===== config.mk =====
export PLATFORM = sky130hd
export DESIGN_NAME = tcss_top
export DESIGN_NICKNAME = d
export VERILOG_FILES = /design/src/rtl/tcss_pkg.sv /design/src/rtl/tcss_chan_mem.sv /design/src/rtl/tcss_fifo.sv /design/src/rtl/tcss_top.sv
export SDC_FILE = /design/constraint.sdc
export NUM_CORES = 2
export LEC_CHECK = 0
export BUFFER_PORTS_ARGS = -buffer_cell sky130_fd_sc_hd__buf_2
export CAP_MARGIN = 0
export CELL_PAD_IN_SITES_DETAIL_PLACEMENT = 1
export CELL_PAD_IN_SITES_GLOBAL_PLACEMENT = 1
export CORE_MARGIN = 8
export CORE_UTILIZATION = 41
export CTS_CLUSTER_SIZE = 30
export DETAILED_ROUTE_END_ITERATION = 8
export PLACE_DENSITY = 0.66
export SYNTH_ARGS = -nofsm -noshare
export SYNTH_HDL_FRONTEND = slang
export SYNTH_SLANG_ARGS = --single-unit

===== constraint.sdc =====
create_clock -name clk_in -period 4.7 [get_ports clk_in]
set_input_delay 0.47 -clock clk_in [delete_from_list [all_inputs] [get_ports clk_in]]
set_output_delay 0.47 -clock clk_in [all_outputs]
set_load 0.03 [all_outputs]

===== src/rtl/tcss_pkg.sv =====
package tcss_pkg;
  // Channel table geometry
  localparam int          TCSS_SLOTS     = 32;
  localparam int          TCSS_SLOT_W    = 5;
  localparam int          TCSS_ADDR_W    = 9;
  // Register map, one byte per printed offset
  localparam logic [8:0]  TCSS_CTRL_BASE = 9'h100;
  localparam logic [8:0]  TCSS_SIG_BASE  = 9'h120;
  localparam logic [8:0]  TCSS_SLO_BASE  = 9'h140;
  localparam logic [8:0]  TCSS_CFG_ADDR  = 9'h0c0;
  localparam logic [8:0]  TCSS_STAT_ADDR = 9'h0c1;
  // Channel control field positions
  localparam int          TCSS_ZS_BIT    = 7;
  localparam int          TCSS_LOOP_BIT  = 6;
  localparam int          TCSS_IDLE_BIT  = 5;
  localparam int          TCSS_LOCAL_BIT = 4;
  localparam int          TCSS_TSEL_BIT  = 3;
  localparam int          TCSS_RSEL_BIT  = 2;
  // Bit 7 of the slot (first sent is bit 1) sits at byte position 1
  localparam int          TCSS_B7_POS    = 1;
  // Config register fields
  localparam int          TCSS_CFG_E1    = 0;
  localparam logic        TCSS_CFG_RST   = 1'b0;
  // E1 slots carrying multiframe alignment and extra bits
  localparam logic [4:0]  TCSS_E1_TS0    = 5'h00;
  localparam logic [4:0]  TCSS_E1_TS16   = 5'h10;
  // Packed memory word: slip high, slip low, signaling, control
  localparam int          TCSS_MW_CTRL   = 0;
  localparam int          TCSS_MW_SIG    = 8;
  localparam int          TCSS_MW_SLO    = 12;
  localparam int          TCSS_MW_SHI    = 20;
  localparam int          TCSS_MEM_W     = 28;
  localparam logic [27:0] TCSS_MEM_RST   = 28'h0000000;
  // Output queue
  localparam int          TCSS_FIFO_D    = 8;
  localparam int          TCSS_OUT_W     = 20;
  // Register region codes
  typedef enum logic [1:0] {
    TCSS_REG_NONE = 2'b00,
    TCSS_REG_CTRL = 2'b01,
    TCSS_REG_SIG  = 2'b11,
    TCSS_REG_SLO  = 2'b10
  } tcss_region_type;
endpackage


===== src/rtl/tcss_chan_mem.sv =====
`timescale 1ns/10ps
module tcss_chan_mem
  import tcss_pkg::*;
#(
  parameter int WORDS = 32,
  parameter int W     = 28,
  parameter int AW    = 5
) (
  input  wire logic          clk_in,
  input  wire logic          rst_in,
  input  wire logic          a_we_in,
  input  wire logic [AW-1:0] a_addr_in,
  input  wire logic [W-1:0]  a_mask_in,
  input  wire logic [W-1:0]  a_data_in,
  input  wire logic          b_we_in,
  input  wire logic [AW-1:0] b_addr_in,
  input  wire logic [W-1:0]  b_mask_in,
  input  wire logic [W-1:0]  b_data_in,
  input  wire logic [AW-1:0] r0_addr_in,
  output logic      [W-1:0]  r0_data_out,
  input  wire logic [AW-1:0] r1_addr_in,
  output logic      [W-1:0]  r1_data_out
);
  typedef struct packed {
    logic [WORDS-1:0][W-1:0] mem;
    logic [W-1:0]            r0;
    logic [W-1:0]            r1;
  } tcss_mem_state_type;

  tcss_mem_state_type st_q, st_d;

  // Port b first, port a last so hardware updates win a collision
  always_comb begin
    st_d = st_q;
    for (int i = 0; i < WORDS; i++) begin
      if (b_we_in && b_addr_in == AW'(i)) begin
        st_d.mem[i] = (st_d.mem[i] & ~b_mask_in) | (b_data_in & b_mask_in);
      end
      if (a_we_in && a_addr_in == AW'(i)) begin
        st_d.mem[i] = (st_d.mem[i] & ~a_mask_in) | (a_data_in & a_mask_in);
      end
    end
    st_d.r0 = st_q.mem[r0_addr_in];
    st_d.r1 = st_q.mem[r1_addr_in];
  end

  // Registered storage and read data
  always_ff @(posedge clk_in) begin
    if (rst_in) begin
      st_q <= '0;
    end else begin
      st_q <= st_d;
    end
  end

  assign r0_data_out = st_q.r0;
  assign r1_data_out = st_q.r1;
endmodule // tcss_chan_mem


===== src/rtl/tcss_fifo.sv =====
`timescale 1ns/10ps
module tcss_fifo #(
  parameter int W     = 20,
  parameter int DEPTH = 8,
  parameter int CW    = $clog2(DEPTH + 1)
) (
  input  wire logic          clk_in,
  input  wire logic          rst_in,
  input  wire logic          in_valid_in,
  input  wire logic [W-1:0]  in_data_in,
  output logic               in_ready_out,
  output logic               out_valid_out,
  output logic      [W-1:0]  out_data_out,
  input  wire logic          out_ready_in,
  output logic      [CW-1:0] count_out
);
  typedef struct packed {
    logic [DEPTH-1:0][W-1:0] q;
    logic [CW-1:0]           cnt;
  } tcss_fifo_state_type;

  tcss_fifo_state_type st_q, st_d;
  logic                push;
  logic                pop;

  // Shift queue: entry 0 is always the head
  always_comb begin
    st_d = st_q;
    push = in_valid_in && (st_q.cnt != CW'(DEPTH));
    pop  = out_ready_in && (st_q.cnt != '0);
    if (pop) begin
      for (int i = 0; i < DEPTH - 1; i++) begin
        st_d.q[i] = st_q.q[i+1];
      end
    end
    if (push) begin
      st_d.q[st_q.cnt - CW'(pop)] = in_data_in;
    end
    st_d.cnt = st_q.cnt + CW'(push) - CW'(pop);
  end

  // State register
  always_ff @(posedge clk_in) begin
    if (rst_in) begin
      st_q <= '0;
    end else begin
      st_q <= st_d;
    end
  end

  assign in_ready_out  = st_q.cnt != CW'(DEPTH);
  assign out_valid_out = st_q.cnt != '0;
  assign out_data_out  = st_q.q[0];
  assign count_out     = st_q.cnt;
endmodule // tcss_fifo


===== src/rtl/tcss_top.sv =====
// What this block does
// - Separate control entry for each of 32 slots
// - T1 assigned zero byte forces bit 7 high
// - T1 unassigned idle slot forces embedded F-bit
// - Loop and idle bits pick the data source
// - Idle keeps updating slip high, never slip low
// - Local select sends local ABCD, ignores buffers
// - Transmit buffer select loops transmit signaling
// - Receive buffer select loops receive signaling
// - Receive signaling comes from its output half
// - E1 slots 0 and 16 send local values
// - Incoming signaling is stored per channel
// - Signaling entry uses bits 3..0, upper zero
// - E1 entries 0 and 16 hold alignment bits
// - Slip low bit 7 is first-sent bit
`timescale 1ns/10ps
module tcss_top
  import tcss_pkg::*;
#(
  parameter int FIFO_DEPTH = TCSS_FIFO_D
) (
  input  wire logic       clk_in,
  input  wire logic       rst_in,
  // Register port
  input  wire logic [8:0] reg_addr_in,
  input  wire logic [7:0] reg_wdata_in,
  input  wire logic       reg_wr_in,
  input  wire logic       reg_rd_in,
  output logic      [7:0] reg_rdata_out,
  // Slot input from the system bus side
  input  wire logic       slot_valid_in,
  output logic            slot_ready_out,
  input  wire logic [4:0] slot_num_in,
  input  wire logic       slot_assigned_in,
  input  wire logic [7:0] tx_pcm_in,
  input  wire logic       tx_sig_valid_in,
  input  wire logic [3:0] tx_sig_in,
  input  wire logic [7:0] rx_slip_in,
  input  wire logic [3:0] rx_sig_buffer_in,
  // Built slot toward the framer
  output logic            out_valid_out,
  input  wire logic       out_ready_in,
  output logic      [4:0] out_slot_out,
  output logic      [7:0] out_data_out,
  output logic      [3:0] out_sig_out,
  output logic            out_sig_insert_out,
  output logic            out_fbit_force_out,
  output logic            out_fbit_value_out
);
  localparam int CW = $clog2(FIFO_DEPTH + 1);

  // Read data select codes
  localparam logic [1:0] RD_HOLD = 2'b00;
  localparam logic [1:0] RD_CTRL = 2'b01;
  localparam logic [1:0] RD_SIG  = 2'b10;
  localparam logic [1:0] RD_SLO  = 2'b11;

  typedef struct packed {
    logic       s1_valid;
    logic [4:0] s1_slot;
    logic       s1_assigned;
    logic [7:0] s1_pcm;
    logic [7:0] s1_rx_data;
    logic [3:0] s1_rx_sig;
    logic       slot_ready;
    logic       e1_mode;
    logic [1:0] rd_sel;
    logic [7:0] rd_hold;
  } tcss_state_type;

  tcss_state_type        st_q, st_d;

  // Memory and queue wiring
  logic                  accept;
  logic                  a_we;
  logic [TCSS_MEM_W-1:0] a_mask;
  logic [TCSS_MEM_W-1:0] a_data;
  logic                  b_we;
  logic [TCSS_MEM_W-1:0] b_mask;
  logic [TCSS_MEM_W-1:0] b_data;
  logic [TCSS_MEM_W-1:0] r0_word;
  logic [TCSS_MEM_W-1:0] r1_word;
  tcss_region_type       wr_region;
  tcss_region_type       rd_region;

  // Slot build results
  logic [7:0]            ctrl;
  logic [3:0]            sig_buf;
  logic [7:0]            slip_lo;
  logic [7:0]            data;
  logic [3:0]            sig;
  logic                  sig_ins;
  logic                  fbit_force;
  logic                  e1_aux_slot;
  logic [TCSS_OUT_W-1:0] push_word;
  logic [TCSS_OUT_W-1:0] head_word;
  logic [CW-1:0]         fifo_cnt;

  // Map an address onto one of the per-channel tables
  function automatic tcss_region_type tcss_region(input logic [8:0] addr);
    unique case (addr[8:5])
      TCSS_CTRL_BASE[8:5]: tcss_region = TCSS_REG_CTRL;
      TCSS_SIG_BASE[8:5]:  tcss_region = TCSS_REG_SIG;
      TCSS_SLO_BASE[8:5]:  tcss_region = TCSS_REG_SLO;
      default:             tcss_region = TCSS_REG_NONE;
    endcase
  endfunction

  // Per-channel tables, one word per slot
  tcss_chan_mem #(
    .WORDS (TCSS_SLOTS),
    .W     (TCSS_MEM_W),
    .AW    (TCSS_SLOT_W)
  ) u_mem (
    .clk_in      (clk_in),
    .rst_in      (rst_in),
    .a_we_in     (a_we),
    .a_addr_in   (slot_num_in),
    .a_mask_in   (a_mask),
    .a_data_in   (a_data),
    .b_we_in     (b_we),
    .b_addr_in   (reg_addr_in[4:0]),
    .b_mask_in   (b_mask),
    .b_data_in   (b_data),
    .r0_addr_in  (slot_num_in),
    .r0_data_out (r0_word),
    .r1_addr_in  (reg_addr_in[4:0]),
    .r1_data_out (r1_word)
  );

  // Output queue between slot build and framer
  tcss_fifo #(
    .W     (TCSS_OUT_W),
    .DEPTH (FIFO_DEPTH)
  ) u_fifo (
    .clk_in        (clk_in),
    .rst_in        (rst_in),
    .in_valid_in   (st_q.s1_valid),
    .in_data_in    (push_word),
    .in_ready_out  (),
    .out_valid_out (out_valid_out),
    .out_data_out  (head_word),
    .out_ready_in  (out_ready_in),
    .count_out     (fifo_cnt)
  );

  // Slot fetch side writes: slip high always, signaling when offered
  always_comb begin
    accept = slot_valid_in && st_q.slot_ready;
    a_we   = accept;
    a_mask = '0;
    a_mask[TCSS_MW_SHI +: 8] = 8'hff;
    if (tx_sig_valid_in) begin
      a_mask[TCSS_MW_SIG +: 4] = 4'hf;
    end
    a_data = '0;
    a_data[TCSS_MW_SHI +: 8] = tx_pcm_in;
    a_data[TCSS_MW_SIG +: 4] = tx_sig_in;
  end

  // Host writes into the tables
  always_comb begin
    wr_region = tcss_region(reg_addr_in);
    b_we      = reg_wr_in && (wr_region != TCSS_REG_NONE);
    b_mask    = '0;
    unique case (wr_region)
      TCSS_REG_CTRL: b_mask[TCSS_MW_CTRL +: 8] = 8'hff;
      TCSS_REG_SIG:  b_mask[TCSS_MW_SIG +: 4]  = 4'hf;
      TCSS_REG_SLO:  b_mask[TCSS_MW_SLO +: 8]  = 8'hff;
      TCSS_REG_NONE: b_mask = '0;
    endcase
    b_data = '0;
    b_data[TCSS_MW_CTRL +: 8] = reg_wdata_in;
    b_data[TCSS_MW_SIG +: 4]  = reg_wdata_in[3:0];
    b_data[TCSS_MW_SLO +: 8]  = reg_wdata_in;
  end

  // Build one slot from the control read at the slot's start
  always_comb begin
    ctrl    = r0_word[TCSS_MW_CTRL +: 8];
    sig_buf = r0_word[TCSS_MW_SIG +: 4];
    slip_lo = r0_word[TCSS_MW_SLO +: 8];
    // Data source
    if (ctrl[TCSS_IDLE_BIT]) begin
      data = slip_lo;
    end else if (ctrl[TCSS_LOOP_BIT]) begin
      data = st_q.s1_rx_data;
    end else begin
      data = st_q.s1_pcm;
    end
    // Bit 7 zero code substitution
    if (!st_q.e1_mode && st_q.s1_assigned && ctrl[TCSS_ZS_BIT]
        && data == 8'h00) begin
      data[TCSS_B7_POS] = 1'b1;
    end
    // Forced embedded F-bit
    fbit_force = !st_q.e1_mode && !st_q.s1_assigned
                 && ctrl[TCSS_IDLE_BIT];
    // Signaling source
    e1_aux_slot = st_q.e1_mode && (st_q.s1_slot == TCSS_E1_TS0
                                   || st_q.s1_slot == TCSS_E1_TS16);
    sig     = 4'h0;
    sig_ins = 1'b1;
    if (e1_aux_slot) begin
      sig = ctrl[3:0];
    end else if (ctrl[TCSS_LOCAL_BIT]) begin
      sig = ctrl[3:0];
    end else if (ctrl[TCSS_TSEL_BIT]) begin
      sig = sig_buf;
    end else if (ctrl[TCSS_RSEL_BIT]) begin
      sig = st_q.s1_rx_sig;
    end else begin
      sig_ins = 1'b0;
    end
    push_word = {st_q.s1_slot, data, sig, sig_ins, fbit_force,
                 ctrl[TCSS_ZS_BIT]};
  end

  // Pipeline, ready, config and read path next state
  always_comb begin
    st_d             = st_q;
    rd_region        = tcss_region(reg_addr_in);
    st_d.s1_valid    = accept;
    if (accept) begin
      st_d.s1_slot     = slot_num_in;
      st_d.s1_assigned = slot_assigned_in;
      st_d.s1_pcm      = tx_pcm_in;
      st_d.s1_rx_data  = rx_slip_in;
      st_d.s1_rx_sig   = rx_sig_buffer_in;
    end
    // Leave room for the slot in flight and the ready lag
    st_d.slot_ready = fifo_cnt < CW'(FIFO_DEPTH - 2);
    // Config write
    if (reg_wr_in && reg_addr_in == TCSS_CFG_ADDR) begin
      st_d.e1_mode = reg_wdata_in[TCSS_CFG_E1];
    end
    // Read select, answered in the next cycle
    if (reg_rd_in) begin
      st_d.rd_hold = 8'h00;
      unique case (rd_region)
        TCSS_REG_CTRL: st_d.rd_sel = RD_CTRL;
        TCSS_REG_SIG:  st_d.rd_sel = RD_SIG;
        TCSS_REG_SLO:  st_d.rd_sel = RD_SLO;
        TCSS_REG_NONE: st_d.rd_sel = RD_HOLD;
      endcase
      if (reg_addr_in == TCSS_CFG_ADDR) begin
        st_d.rd_hold[TCSS_CFG_E1] = st_q.e1_mode;
      end else if (reg_addr_in == TCSS_STAT_ADDR) begin
        st_d.rd_hold = {3'h0, st_q.slot_ready, 4'(fifo_cnt)};
      end
    end else begin
      st_d.rd_sel  = RD_HOLD;
      st_d.rd_hold = 8'h00;
    end
  end

  // State register
  always_ff @(posedge clk_in) begin
    if (rst_in) begin
      st_q         <= '0;
      st_q.e1_mode <= TCSS_CFG_RST;
    end else begin
      st_q <= st_d;
    end
  end

  // Read data, zero outside the answer cycle
  always_comb begin
    unique case (st_q.rd_sel)
      RD_CTRL: reg_rdata_out = r1_word[TCSS_MW_CTRL +: 8];
      RD_SIG:  reg_rdata_out = {4'h0, r1_word[TCSS_MW_SIG +: 4]};
      RD_SLO:  reg_rdata_out = r1_word[TCSS_MW_SLO +: 8];
      RD_HOLD: reg_rdata_out = st_q.rd_hold;
    endcase
  end

  // Output fields come from the queue head register
  assign slot_ready_out     = st_q.slot_ready;
  assign out_slot_out       = head_word[19:15];
  assign out_data_out       = head_word[14:7];
  assign out_sig_out        = head_word[6:3];
  assign out_sig_insert_out = head_word[2];
  assign out_fbit_force_out = head_word[1];
  assign out_fbit_value_out = head_word[0];
endmodule // tcss_top


==> summary by stage <==
Yosys
The flip-flop and latch count after synthesis is 880. Of all flip-flops after synthesis, the portion carrying an async set or reset was 0%. The most used flip-flop cell after synthesis is sky130_fd_sc_hd__dfxtp_1. Of the post-synthesis cell area, the dominant cell type holds 39.3%. The Yosys step of the flow raised 0 warnings.

By area the synthesized netlist is led by sky130_fd_sc_hd__dfxtp_1 (39%), sky130_fd_sc_hd__mux4_2 (12%), sky130_fd_sc_hd__mux2i_1 (11%). The net count after synthesis is just over 5k. The summed instance area of the synthesized netlist is 44900 um2. A synthesized cell averages 8.96 um2. The number of unique standard cell types used by synthesis is 69. The synthesized design contains 0 enable-type register cells. The cell type with the largest total area after synthesis is sky130_fd_sc_hd__dfxtp_1. The synthesized netlist cell count is 5009.

The share of the Yosys chip area taken by registers is 39.3%.

Floorplan
The floorplan die area is 120000 um2. The initial core utilization is 41.3%. In this run the count of I/O pins placed on the die edge is 84. The width of the die is 347 um. The die outline height is 347 um. The placeable core region is 109000 um2.

The site row count is approximately 120.

Timing
The post-route setup TNS is 0 ps. The final-report setup violation count is 0. The number of max-slew violations in the final report is 0.

The final hold violation count is 0. The final critical path takes up 73.4% of the cycle. In the post-route analysis, the smallest setup slack over all paths is between 1000 and 1500 ps. Setup repair after global routing left no endpoint under its margin.

In this run the tightest slew margin relative to its limit is 28.0%. Counting I/O delays and the setup requirement, the final critical path takes 3450 ps. The clock skew is 34.4 ps. The actual transition at the worst max-transition pin is 1080 ps. Timing would allow up to 290 MHz.

Detailed routing
The total detailed-routing wirelength is 175000 um. In the final routed layout, each cell accounts on average for 27.4 um. The via count of the routed design is about 40k. In this run the remaining antenna-violating nets after routing total 0. The number of DRC violations after detailed-routing iteration 0 is 3877. The number of DRC violations after detailed routing is 0. After detailed routing, the number of vias per cell comes to 6.32. The first detailed-routing pass took 7 iterations.

Global route
Entering global routing, the biggest net connects 121 pins. The combined global-route utilization of all metal layers is between 20% and 30%. After global routing the overflow that remains totals 0. The first-pass GRT wire length is 264000 um.

The number of antenna violations at the first check in global routing was 1. The via count of the first global-routing pass is about 40k.

Setup path
The worst register-to-register path begins at u_fifo.count_out[2]$_SDFF_PP0_. For flop-to-flop paths, the worst setup slack is 1250 ps. The destination of the worst register-to-register timing path is u_fifo.st_q[118]$_SDFF_PP0_. The stage delay of the slowest cell on the critical path is approximately 810 ps. The kind of cell adding the most delay to the critical path is buffers and inverters. The startpoint class of the critical path is a register. The critical path is of the register to register type. Counting cells, the worst reg-to-reg path comes to 8. Together, buffers and inverters on the worst path number 3. The cell with the largest stage delay on the worst path is sky130_fd_sc_hd__buf_4. The cell that appears most often on the critical path is sky130_fd_sc_hd__buf_4. Along the worst path, the maximum fanout reaches 83.

The worst setup path is captured at a register. For the worst setup path, the data arrival time is 4030 ps. The data required time of the critical path is between 5000 and 6000 ps.

Traced cell by cell, the critical path runs through inv_1 -> ha_1 -> or3b_2 -> nand2_4 -> buf_4 -> buf_4 -> nand2_1 -> a311oi_1.

Power
In this run switching power makes up between 20 and 30% of total power. Summing internal, switching and leakage power gives between 0.015 and 0.02 W. The clock network is responsible for 45.8% of the overall power. IR analysis of the VDD net gives a maximum drop of about 0.00034 V.

The power share of the sequential group is between 40% and 50%. Cell internal power was estimated by the tool at ~0.013 W. The power per cell area is approximately 360 nW/um2.

The reported leakage power is 17.8 nW. The fraction of power consumed by combinational cells is 11.1%. The net switching power figure is 0.00498 W.

Placement
The count of buffers added on input and output ports is 83. Detailed placement ended at an HPWL of 112000 um. The placer's final routability congestion estimate is 0.877. The number of placed instances, taps included, is 6165. Prior to clock tree synthesis, the placed netlist has a worst setup slack of 969 ps.

Clock network
The clock tree from TritonCTS is done. The post-CTS clock slew at the launch and capture registers of the worst setup and hold paths is 60 ps. The clock tree synthesis step divided the H-tree into 3 levels. The number of clock buffers added by TritonCTS is 101. In this run the clock root is driven by a sky130_fd_sc_hd__clkbuf_16. Post-CTS repair changed the size of 0 cells. The maximum buffer depth of the clock tree is 3. The clock sink total is 880. The later-pin clock latency in the skew report is 700 ps.

Finish
After the flow finishes, the layout carries non-filler instances totaling 6363. In the layout the commonest cells are sky130_fd_sc_hd__dfxtp_1 (880), sky130_fd_sc_hd__nand2_1 (835), sky130_fd_sc_hd__nor2_1 (578). The commonest non-fill, non-tap cell in the layout is sky130_fd_sc_hd__dfxtp_1. The repair_antennas step left the layout with diodes totalling 0. The area growth from synthesis to final layout is 11.2%. The layout has 12.4k filler cells.

Of the cells placed in the final design, the portion with a size suffix greater than 1 is 14.7%. After the last flow step, the layout net total stands at 4938.

Status
The flow ran to the end, and the final reports show no timing, DRC or antenna violations.

Min path
The type of the worst min-delay path is input pin to register. The path with the worst hold slack has its endpoint at st_q[26]$_SDFFE_PP0P_. The worst hold path was traced through 3 stages.

The critical hold path startpoint is tx_pcm_in[2].

Job
The tool flagged a number of max-cap violations equal to 0.
[cells by family after synthesis]
kind of cell / count (synthesis) / synth area share, %
compound gates: 1189 / 17.1
xor+xnor: 5 / 0.0976
fa+ha+maj: 15 / 0.435
buf+inv: 534 / 5.28
flops: 880 / 39.3
mux: 727 / 22.7
simple gates: 1659 / 15.1
[cell type report]
cell class	count	area (um2)	area share, %
clock buffers	146	2940	5.89
clock inverters	37	457	0.915
inverters	22	85.1	0.171
multi-input cells	3595	24900	50.0
flip-flops and latches	880	17600	35.3
well taps	1414	1770	3.55
repair buffers	269	2100	4.21
[stage by stage]
step	utilization, %	hold slack [ps]	cell area (um2)
after floorplan	-	436	44900
after global placement	42.6	442	46400
after detailed placement	42.6	447	46400
after CTS	45.9	1.45	49900
after global routing	45.9	32.1	49900
final	45.9	36.4	49900
[synth_stat cells (9+ instances only)]
master                        n
sky130_fd_sc_hd__nor2_2      10
sky130_fd_sc_hd__mux2_2      12
sky130_fd_sc_hd__a2111oi_0   32
sky130_fd_sc_hd__ha_1        14
sky130_fd_sc_hd__a21oi_1    373
sky130_fd_sc_hd__nand3_1    108
sky130_fd_sc_hd__nor3_1      30
sky130_fd_sc_hd__buf_1       33
sky130_fd_sc_hd__o21ai_0    326
sky130_fd_sc_hd__buf_4       58
sky130_fd_sc_hd__a311oi_2    14
sky130_fd_sc_hd__nand2b_1     9
sky130_fd_sc_hd__a22o_1       9
sky130_fd_sc_hd__inv_1       21
sky130_fd_sc_hd__o22ai_1     21
sky130_fd_sc_hd__a211oi_1   118
sky130_fd_sc_hd__clkbuf_1   322
sky130_fd_sc_hd__mux4_2     231
sky130_fd_sc_hd__nand3_2      9
sky130_fd_sc_hd__nand2_1    838
sky130_fd_sc_hd__o221ai_1    33
sky130_fd_sc_hd__nor2b_1     23
sky130_fd_sc_hd__buf_2       94
sky130_fd_sc_hd__nor2_1     579
sky130_fd_sc_hd__dfxtp_1    880
sky130_fd_sc_hd__a221oi_1    31
sky130_fd_sc_hd__a311oi_1   196
sky130_fd_sc_hd__mux2i_1    482
[power by group through the flow]
stage	Sequential, W	Clock [W]	Combinational (W)
after floorplan	0.00782	0	0.00130
after global placement	0.00787	0	0.00194
after detailed placement	0.00788	0	0.00196
after CTS	0.00771	0.00832	0.00197
after global routing	0.00773	0.00865	0.00210
final	0.00772	0.00820	0.00198
[what timing repair did]
item,CTS,global route
endpoints found under the setup margin,0,0
buffers inserted,0,0
hold buffers,15,0
hold endpoints to repair,15,0
[worst max path at each step]
stage,startpoint,to,slack (ps),depth (start not counted)
6_report,u_fifo.count_out[2]$_SDFF_PP0_,u_fifo.st_q[118]$_SDFF_PP0_,1250,8
5_1_grt,u_fifo.count_out[2]$_SDFF_PP0_,u_fifo.st_q[149]$_SDFFE_PP0P_,1060,11
4_1_cts,u_fifo.count_out[2]$_SDFF_PP0_,u_fifo.st_q[149]$_SDFFE_PP0P_,1280,11
3_5_place_dp,reg_addr_in[6],register,970,9
3_3_place_gp,reg_addr_in[6],register,1060,9
2_1_floorplan,u_fifo.count_out[2]$_SDFF_PP0_,u_fifo.st_q[25]$_SDFF_PP0_,1260,13
[tightest hold or removal path: stages]
cell and delay [ps]:
sky130_fd_sc_hd__buf_2 100, sky130_fd_sc_hd__nand2_1 50, sky130_fd_sc_hd__a21oi_1 60
[routing by layer]
| metal | track usage, % | share of wire, % | vias to the layer above |
|---|---|---|---|
| met3 | 4.15 | 6.3 | 363 |
| met5 | 0 | 0 | - |
| li1 | - | - | 17800 |
| met1 | 38.8 | 45 | 20600 |
| met4 | 11.8 | 4.3 | 0 |
| met2 | 43.3 | 45 | 1400 |
Power figures use the tool's default switching activity.
